File: src/rtl/sssout_defs.vh
// constants for the sampling strobe output block
`ifndef SSSOUT_DEFS_VH
`define SSSOUT_DEFS_VH
// register addresses (16-bit memory space)
`define SSS_ADDR_CTRL 16'hff76
`define SSS_ADDR_LEVEL 16'hff77
`define SSS_ADDR_STATUS 16'hff78
// control register bit positions
`define SSS_CTL_CLR 0
`define SSS_CTL_SET 1
`define SSS_CTL_OE 2
`define SSS_CTL_SRC 3
`define SSS_CTL_MODE 4
`define SSS_CTL_PRE 5
`define SSS_CTL_CNTB 6
`define SSS_CTL_CNTA 7
// reset values
`define SSS_CTRL_RESET 8'h00
`define SSS_LEVEL_RESET 5'h00
`define SSS_STATUS_RESET 5'h00
// number of sampled pins
`define SSS_PINS 5
// subsystem clock period in ns (32.768 kHz) and the core clock period
`define SSS_SUB_PERIOD_NS 30518
`define SSS_CLK_PERIOD_NS 100
// one subsystem cycle in core clocks, rounded down, never below one
`define SSS_SUB_CYCLES ((`SSS_SUB_PERIOD_NS / `SSS_CLK_PERIOD_NS) < 1 ? 1 : \
  (`SSS_SUB_PERIOD_NS / `SSS_CLK_PERIOD_NS))
`endif

File: src/rtl/sssout_sampler.v
// per-pin latch and active level compare for the sensor inputs
`include "sssout_defs.vh"
module sssout_sampler (
  // clock and reset
  input wire clk,
  input wire rst_n,
  // control
  input wire enable,
  input wire sample,
  input wire [4:0] level,
  input wire [4:0] pins,
  // results
  output wire [4:0] status,
  output wire [4:0] irq
);
  genvar i;
  generate
    for (i = 0; i < `SSS_PINS; i = i + 1)
    begin : g_pin
      reg bit_q;
      reg irq_q;
      // latch on the strobe falling edge, only in sampling mode
      always @(posedge clk or negedge rst_n)
      begin
        if (!rst_n)
        begin
          bit_q <= 1'b0;
          irq_q <= 1'b0;
        end
        else
        begin
          irq_q <= 1'b0;
          if (enable && sample)
          begin
            bit_q <= pins[i];
            irq_q <= (pins[i] == level[i]);
          end
        end
      end
      assign status[i] = bit_q;
      assign irq[i] = irq_q;
    end
  endgenerate
endmodule

File: src/rtl/sssout_top.v
// sampling strobe output controller with sensor pin sampler
//
// Behaviour
// - status register and pin interrupts work only in sampling mode
// - sampling mode: clearing output enable holds the pin level
// - sampling mode re-enable after high hold: pin falls on next subclock falling edge
// - sample five pins on each falling edge of the strobe
// - re-enable while held low: interrupts from the pins sampled one clock after the write
// - timer mode: disable freezes level, re-enable drives it again
// - after a status read the pins are re-sampled one subclock later
// - after counter A read the count is refetched one source clock later
// - active level 0 fires on low, 1 fires on high
// - active level register: 5 bits, upper bits read zero, reset zero
// - status register latches on strobe fall, read-only, resets zero
// - source select sets strobe rate or timer pulse width
// - mode select 0 is timer mode, 1 is sampling mode
// - source select 0 picks prescaler, 1 picks counter A match
// - init pair 00 keeps, 01 clears, 10 sets; 11 prohibited
`include "sssout_defs.vh"
module sssout_top (
  // clock and reset
  input wire CLK,
  input wire RST_N,
  // register port
  input wire [15:0] ADDR,
  input wire WR,
  input wire RD,
  input wire [7:0] WDATA,
  output reg [7:0] RDATA,
  // timing sources from the counters and the subsystem clock
  input wire SUB_FALL,
  input wire PRESCALE_TICK,
  input wire MATCH_TICK,
  input wire CNTA_SRC_TICK,
  // strobe pin
  output wire STROBE_OUT,
  output wire STROBE_OE,
  // sensor pins
  input wire [4:0] SENSOR_IN,
  // events
  output wire [4:0] PIN_IRQ,
  output wire CNTA_REFETCH
);
  // ****************************************
  // reset release
  // ****************************************
  reg rst_s1;
  reg rst_s2;
  wire rst_n;
  // two flops so the release is clean against CLK
  always @(posedge CLK or negedge RST_N)
  begin
    if (!RST_N)
    begin
      rst_s1 <= 1'b0;
      rst_s2 <= 1'b0;
    end
    else
    begin
      rst_s1 <= 1'b1;
      rst_s2 <= rst_s1;
    end
  end
  assign rst_n = rst_s2;

  // ****************************************
  // registers
  // ****************************************
  reg [7:0] ctrl;
  reg [4:0] level;
  wire [4:0] status;
  wire wr_ctrl = WR && (ADDR == `SSS_ADDR_CTRL);
  wire wr_level = WR && (ADDR == `SSS_ADDR_LEVEL);
  wire rd_status = RD && (ADDR == `SSS_ADDR_STATUS);
  wire mode = ctrl[`SSS_CTL_MODE];
  wire oe = ctrl[`SSS_CTL_OE];
  wire [7:0] next_ctrl;
  // mode, source and init bits (4, 3, 1, 0) ignore writes while the output is enabled
  assign next_ctrl[7:5] = WDATA[7:5];
  assign next_ctrl[`SSS_CTL_OE] = WDATA[`SSS_CTL_OE];
  assign next_ctrl[4:3] = oe ? ctrl[4:3] : WDATA[4:3];
  assign next_ctrl[1:0] = oe ? 2'b00 : WDATA[1:0];

  // control and active level storage
  always @(posedge CLK or negedge rst_n)
  begin
    if (!rst_n)
    begin
      ctrl <= `SSS_CTRL_RESET;
      level <= `SSS_LEVEL_RESET;
    end
    else
    begin
      if (wr_ctrl)
        ctrl <= next_ctrl;
      if (wr_level)
        level <= WDATA[4:0];
    end
  end

  // read mux, unused bits read zero
  always @(posedge CLK or negedge rst_n)
  begin
    if (!rst_n)
      RDATA <= 8'h00;
    else if (ADDR == `SSS_ADDR_CTRL)
      RDATA <= {ctrl[7:2], 2'b00};
    else if (ADDR == `SSS_ADDR_LEVEL)
      RDATA <= {3'b000, level};
    else if (ADDR == `SSS_ADDR_STATUS)
      RDATA <= {3'b000, status};
    else
      RDATA <= 8'h00;
  end

  // ****************************************
  // output flip-flop and strobe
  // ****************************************
  reg out_ff;
  reg oe_q;
  reg restart;
  reg strobe_fall;
  wire src_tick = ctrl[`SSS_CTL_SRC] ? MATCH_TICK : PRESCALE_TICK;
  wire oe_rise = oe && !oe_q;
  // toggles on the chosen source while enabled; init writes set or clear it only while disabled
  always @(posedge CLK or negedge rst_n)
  begin
    if (!rst_n)
    begin
      out_ff <= 1'b0;
      oe_q <= 1'b0;
      restart <= 1'b0;
      strobe_fall <= 1'b0;
    end
    else
    begin
      oe_q <= oe;
      strobe_fall <= 1'b0;
      if (wr_ctrl && !oe && WDATA[1:0] == 2'b01)
        out_ff <= 1'b0;
      else if (wr_ctrl && !oe && WDATA[1:0] == 2'b10)
        out_ff <= 1'b1;
      else if (mode && oe_rise && out_ff)
        restart <= 1'b1;
      else if (restart)
      begin
        if (SUB_FALL)
        begin
          out_ff <= 1'b0;
          restart <= 1'b0;
          strobe_fall <= 1'b1;
        end
      end
      else if (oe && src_tick)
      begin
        out_ff <= !out_ff;
        strobe_fall <= out_ff;
      end
    end
  end
  // timer mode releases the pin when disabled; sampling mode keeps driving it
  assign STROBE_OUT = out_ff;
  assign STROBE_OE = oe || mode;

  // ****************************************
  // status refresh after read
  // ****************************************
  reg refresh;
  reg [11:0] sub_cnt;
  reg refresh_fire;
  // one subsystem clock after a read, take the pins again
  always @(posedge CLK or negedge rst_n)
  begin
    if (!rst_n)
    begin
      refresh <= 1'b0;
      sub_cnt <= 12'h000;
      refresh_fire <= 1'b0;
    end
    else
    begin
      refresh_fire <= 1'b0;
      if (rd_status)
      begin
        refresh <= 1'b1;
        sub_cnt <= 12'h000;
      end
      else if (refresh)
      begin
        if (sub_cnt == `SSS_SUB_CYCLES - 1)
        begin
          refresh <= 1'b0;
          refresh_fire <= 1'b1;
        end
        else
          sub_cnt <= sub_cnt + 12'h001;
      end
    end
  end

  // ****************************************
  // counter A refetch after read
  // ****************************************
  reg cnta_wait;
  reg cnta_fire;
  wire rd_cnta = RD && (ADDR == `SSS_ADDR_CTRL) && ctrl[`SSS_CTL_CNTA];
  always @(posedge CLK or negedge rst_n)
  begin
    if (!rst_n)
    begin
      cnta_wait <= 1'b0;
      cnta_fire <= 1'b0;
    end
    else
    begin
      cnta_fire <= 1'b0;
      if (rd_cnta)
        cnta_wait <= 1'b1;
      else if (cnta_wait && CNTA_SRC_TICK)
      begin
        cnta_wait <= 1'b0;
        cnta_fire <= 1'b1;
      end
    end
  end
  assign CNTA_REFETCH = cnta_fire;

  // ****************************************
  // sampler
  // ****************************************
  // enabling while held low raises interrupts from the present pins
  wire sample_now = strobe_fall || refresh_fire || (mode && oe_rise && !out_ff);
  sssout_sampler u_sampler (
    .clk(CLK),
    .rst_n(rst_n),
    .enable(mode),
    .sample(sample_now),
    .level(level),
    .pins(SENSOR_IN),
    .status(status),
    .irq(PIN_IRQ)
  );
endmodule

File: config.mk
export PLATFORM = sky130hd
export DESIGN_NAME = sssout_top
export DESIGN_NICKNAME = d
export VERILOG_FILES = /design/src/rtl/sssout_sampler.v /design/src/rtl/sssout_top.v
export VERILOG_INCLUDE_DIRS = /design/src /design/src/rtl
export SDC_FILE = /design/constraint.sdc
export NUM_CORES = 1
export LEC_CHECK = 0
export BUFFER_PORTS_ARGS = -buffer_cell sky130_fd_sc_hd__buf_2
export CORE_MARGIN = 3
export CORE_UTILIZATION = 58
export CTS_CLUSTER_DIAMETER = 100
export DETAILED_ROUTE_END_ITERATION = 10
export PLACE_DENSITY = 0.85
export SLEW_MARGIN = 30
export SYNTH_ARGS = -nofsm -noshare
export SYNTH_HDL_FRONTEND = slang
export SYNTH_SLANG_ARGS = --single-unit
File: constraint.sdc
create_clock -name CLK -period 4.4 [get_ports CLK]
set_clock_uncertainty 0.15 [all_clocks]
set_input_delay 0 -clock CLK [delete_from_list [all_inputs] [get_ports CLK]]
set_output_delay 0 -clock CLK [all_outputs]
set_load 0.05 [all_outputs]
# Word-level counts from Yosys, hierarchy flattened
# Index checks and enable logic that the tools add are counted.
# word_totals
ff_bits,53
inputBits,37
output_inout_bits,16
elab_cells,109
# classes
n_addsub,1
n_eq_ne,14
n_mux,38
bitwise_logic,3
reduce_logical,28
# ops
cell,n
== test 16 bit (second input constant),3
two-way mux 12 bit,3
two-way mux 1 bit,31
logical AND 1 bit,15
adder 12 x 1 -> 12 bit (second input constant),1
== test 12 x 9 -> 1 bit (second input constant),1
two-way mux 5 bit,2
two-way mux 8 bit,1
AND reduction 2 bit,3
== test 1 bit,5
inequality test 4 x 2 -> 1 bit (second input constant),1
nonzero test 2 bit,2
nonzero test 4 bit,1
logical NOT 1 bit,3
logical OR 1 bit,3
inequality test 3 bit (second input constant),1
inverter 1 bit,3
AND reduction 3 bit,1
== test 2 x 1 -> 1 bit (second input constant),1
== test 2 bit (second input constant),1
two-way mux 2 bit,1
inequality test 2 bit (second input constant),1

# Longest topological paths before layout
# logic_depth
word_depth,7
mapped_depth,6

# Modules after synthesis
# From an unflattened synthesis, not the netlist that was laid out.
# hier_totals
hier_cells,200
hier_area_um2,2386.0
# modules_own_cells
mod,n_inst,cells_each,area_per_inst_um2
sssout_top,1,164,1911.8
sssout_sampler,1,36,474.2

# Worst setup path after synthesis
# OpenSTA, ideal clock, no wires.
# synth_timing
kind,register -> register
from,register sub_cnt[0]
to,register sub_cnt[1]
setup_ps,121
arrival_time_ps,1568
t_required_ps,4129
slack_ps,2560
stages_incl_launch_ff,7
n_path_buf,0
period_less_slack_ps,1840
cell_sequence,dfrtp_1 -> inv_1 -> ha_1 -> or3b_1 -> o31ai_4 -> mux2i_1 -> nor2_1
# synth_via
elab_chain_len,4
# synth_lines
element,line_no,text
start: declaration,sssout_top.v:169,reg [11:0] sub_cnt;
start signal: assignment,sssout_top.v:196,sub_cnt <= sub_cnt + 12'h001;
adder 12 x 1 -> 12 bit,sssout_top.v:196,
two-way mux 12 bit,sssout_top.v:190,if (sub_cnt == `SSS_SUB_CYCLES - 1)
two-way mux 12 bit,sssout_top.v:188,else if (refresh)
two-way mux 12 bit,sssout_top.v:183,if (rd_status)
# Parallel ways exist; a longest one is shown, timed or not. The select of a mux whose other input is x is not followed.
# A chain may end at the register's enable or synchronous reset.

# Worst setup path after layout
# layout_timing
from,input port ADDR[0]
to,register cnta_wait
# layout_via
elab_chain_len,4
# layout_lines
element,line_no,text
start: declaration,sssout_top.v:25,"input wire [15:0] ADDR,"
== test 16 bit (no line) *,-,
logical AND 1 bit * (2 in series),sssout_top.v:206,wire rd_cnta = RD && (ADDR == `SSS_ADDR_CTRL) && ctrl[`SSS_CTL_CNTA];
two-way mux 1 bit / nonzero test 2 bit (equally long branches),-,
end signal: assignment,sssout_top.v:211,cnta_wait <= 1'b0;
end signal: assignment,sssout_top.v:218,cnta_wait <= 1'b1;
end signal: assignment,sssout_top.v:221,cnta_wait <= 1'b0;
end: declaration,sssout_top.v:204,reg cnta_wait;
# Mark *: on every way between the ends. The rest lies on a longest branch, timed or not.

==> impl_metrics.py <==
metrics = {
    "outcome": {
        "run_status": "completed",
    },
    "yosys": {
        "synth-edff-count": 0,
        "async_flop_share": 1.00,
        "synth.most_common_cell": "dfrtp_1",
        "yosys-top-cells-count": "dfrtp_1 (51), nor2_1 (17), xor2_1 (12)",
        "ys_top_cells_by_area": "dfrtp_1 (53%), xor2_1 (4.4%), mux2_1 (3.3%), mux2_4 (3.1%), mux2_2 (2.8%)",
        "syn_inst": 190,
        "synth_cell_type_count": 50,
        "netlist.area_leader.share": 0.528,
        "ys_seq_elements": 51,
        "avgSynthCellArea_um2": 12.7,
        "synthesis.nets": 229,
        "synth_seq_area_share": 0.528,
        "synth_ff_type": "dfrtp_1",
        "yosysWarnings": 0,
        "synth_top_cell_by_area": "dfrtp_1",
        "synthesis.area_um2": 2410,
    },
    "setup_path": {
        "crit_buf_inv": 3,
        "end_kind": "register",
        "worst_ep_required_time_ps": 4500,
        "cp.arrival_ps": 2450,
        "worstSetupPathType": "input pin to register",
        "crit_slowest_cell": "nor4_2",
        "crit_path_frequent_cell": "dlygate4sd3_1",
        "cp-start-kind": "input pin",
        "slowest_delay_ps": 710,
        "crit_fanout": 7,
        "cp_top_family": "buffers and inverters",
        "regToRegSetupSlack_ps": 2370,
        "path_cells": "dlygate4sd3_1 > buf_2 > nand4bb_4 > nor4_2 > nand3_1 > o21ai_0 > dlygate4sd3_1",
    },
    "sta": {
        "maxSlewHeadroom": 0.498,
        "max_freq_mhz": 426,
        "setup_tns_ps": 0,
        "fin_ws_ps": 2050,
        "setup_viol": 0,
        "hold_viol": 0,
        "rsz0062_at_grt": "no",
        "finalCritPeriodShare": 0.534,
        "worstMarginPinSlew_ps": 747,
        "drv_slew": 0,
        "min_period_ps": 2350,
    },
    "power_and_ir_drop": {
        "power.leakage_uw": 0.00154,
        "ir_worst_vdd_mv": 0.215,
        "p_per_area_nw_per_um2": 314,
    },
    "grt": {
        "grt_overflow": 0,
        "grt_util_met1": 0.287,
        "grt_most_used_layer": "met2",
        "gr-usage-all-layers": 0.228,
        "grtUsageMet3": 0.0475,
        "met2_usage": 0.398,
        "grt_first_pass_wirelength_mm": 8.77,
        "grt_antenna_before_repair": 0,
        "grt_pass1_vias": 1825,
        "grt_start_max_net_pins": 50,
    },
    "placement": {
        "gp_congestion": 0.882,
        "io_buffers": 52,
        "dpl.hpwl_mm": 3.24,
        "dp_slack_ps": 2380,
    },
    "die": {
        "start_util": 0.631,
        "row_count": 22,
        "dieArea_um2": 4970,
        "die_x_um": 70.5,
        "io_pins": 53,
        "die_y_um": 70.5,
        "core_area_um2": 3830,
    },
    "route": {
        "viasPerCell": 5.60,
        "ant_nets": 0,
        "wl_per_cell_um": 16.7,
        "drt_pre_antenna_iters": 6,
        "drt_wl_total_mm": 5.23,
        "drt_iter0_markers": 134,
        "drc": 0,
        "vias": 1754,
    },
    "clock_network": {
        "cts_root_buf": "clkbuf_8",
        "clkTransAtPathRegs_ps": 90,
        "cts_resized": 0,
        "clk_latency_ps": 300,
        "cts_tree": "built",
        "htreeDepth": 2,
        "cts_sinks": 51,
        "cts_max_path_buffers": 2,
        "cts_inserted_buffers": 5,
    },
    "min_path": {
        "hp-class": "input pin to register",
    },
    "cells_and_area": {
        "finalNetCount": 303,
        "syn_to_final_growth_pct": 25.4,
        "n_antenna_cell": 0,
        "layout-drive-gt1-share": 0.332,
    },
    "flow_run": {
        "drv_cap": 0,
    },
}
-- final timing paths --
kind                                         from                     end  cells after the start
min reg2reg                       rst_n$_DFF_PN0_     ctrl[7]$_DFFE_PN0N_                      0
min in group asynchronous         rst_n$_DFF_PN0_     ctrl[7]$_DFFE_PN0N_                      0
max reg2reg                sub_cnt[0]$_DFFE_PN0P_  sub_cnt[1]$_DFFE_PN0P_                      6
max in group asynchronous         rst_n$_DFF_PN0_      RDATA[0]$_DFF_PN0_                      0
max                                       ADDR[0]   cnta_wait$_DFFE_PN0P_                      7
min                                      SUB_FALL   strobe_fall$_DFF_PN0_                      3
-- cells by family after synthesis --
logic type	count (synthesis)	synth area share
xor+xnor	16	0.0580
other cells	1	0.00155
buf+inv	14	0.0301
mux	19	0.0959
fa+ha+maj	2	0.0104
simple gates	69	0.205
flops	51	0.528
compound gates	18	0.0710
-- sequential cells by signal, summed over array words and instances (netlist names) --
name                   cells
RDATA                      8
ctrl                       6
oe_q                       1
strobe_fall                1
level                      5
u_sampler.g_pin.bit_q      5
refresh                    1
u_sampler.g_pin.irq_q      5
cnta_wait                  1
refresh_fire               1
restart                    1
rst_s1                     1
rst_n                      1
STROBE_OUT                 1
sub_cnt                   12
CNTA_REFETCH               1
-- layer usage --
layer	routed length [µm]	vias up
met2	2710	66
met1	2170	853
met3	293	6
met4	55	0
met5	0	-
li1	-	829
-- through the flow --
stage | cells | power, µW | area (µm²) | util | hold WS (ps)
6_report | 313 | 952 | 3030 | 0.791 | 11.9
5_1_grt | 313 | 987 | 3030 | 0.791 | 31.1
4_1_cts | 313 | 951 | 3030 | 0.791 | 5.08
3_5_place_dp | 284 | 601 | 2700 | 0.705 | -363
3_3_place_gp | 284 | 598 | 2690 | 0.704 | -364
2_1_floorplan | 190 | 564 | 2410 | - | -446
-- layout by cell type, fill, tap and decap left out, types with 2 or more instances in the layout --
cell type      count
ha_1               2
inv_1              8
mux2_1             7
a222oi_1           3
nor2_1            17
nand4_1            5
mux2_4             5
nand4b_1           2
clkbuf_8           6
and3_1             7
and2_1             3
o31ai_4            2
dlygate4sd3_1     21
nand2_1            7
nand3_1            5
o21ai_0            2
dfrtp_1           50
a22o_1             2
a21oi_1            2
nor4_4             2
mux2_2             6
buf_2             52
nor3_1             4
xor2_1            12
xnor2_1            4
-- area by class of cell --
type	instances	area [µm²]
multi-input cells	125	1070
fillers	220	798
repair buffers	73	470
clock inverters	2	38.8
well taps	48	60.1
inverters	8	30.0
flip-flops and latches	51	1280
clock buffers	6	82.6
-- repair_timing --
action / CTS / global route
buffers inserted: 0 / 0
hold buffers: 21 / 0
endpoints found under the hold margin: 29 / 0
-- power breakdown --
part / switching [µW] / internal (µW)
sequential: 32.6 / 486
clock: 154 / 187
combinational: 47.0 / 45.1
total: 233 / 719
-- worst register-to-register path: cells and delay by family, from the launching register on --
family	cells	cell delay [ps]
buffers and inverters	1	110
adder cells (fa/ha/maj)	1	140
AO/OA/AOI/OAI	1	360
multiplexers	1	250
flip-flops	1	420
AND/OR/NAND/NOR	2	480
Note: power is estimated with default switching activity, not from simulation.
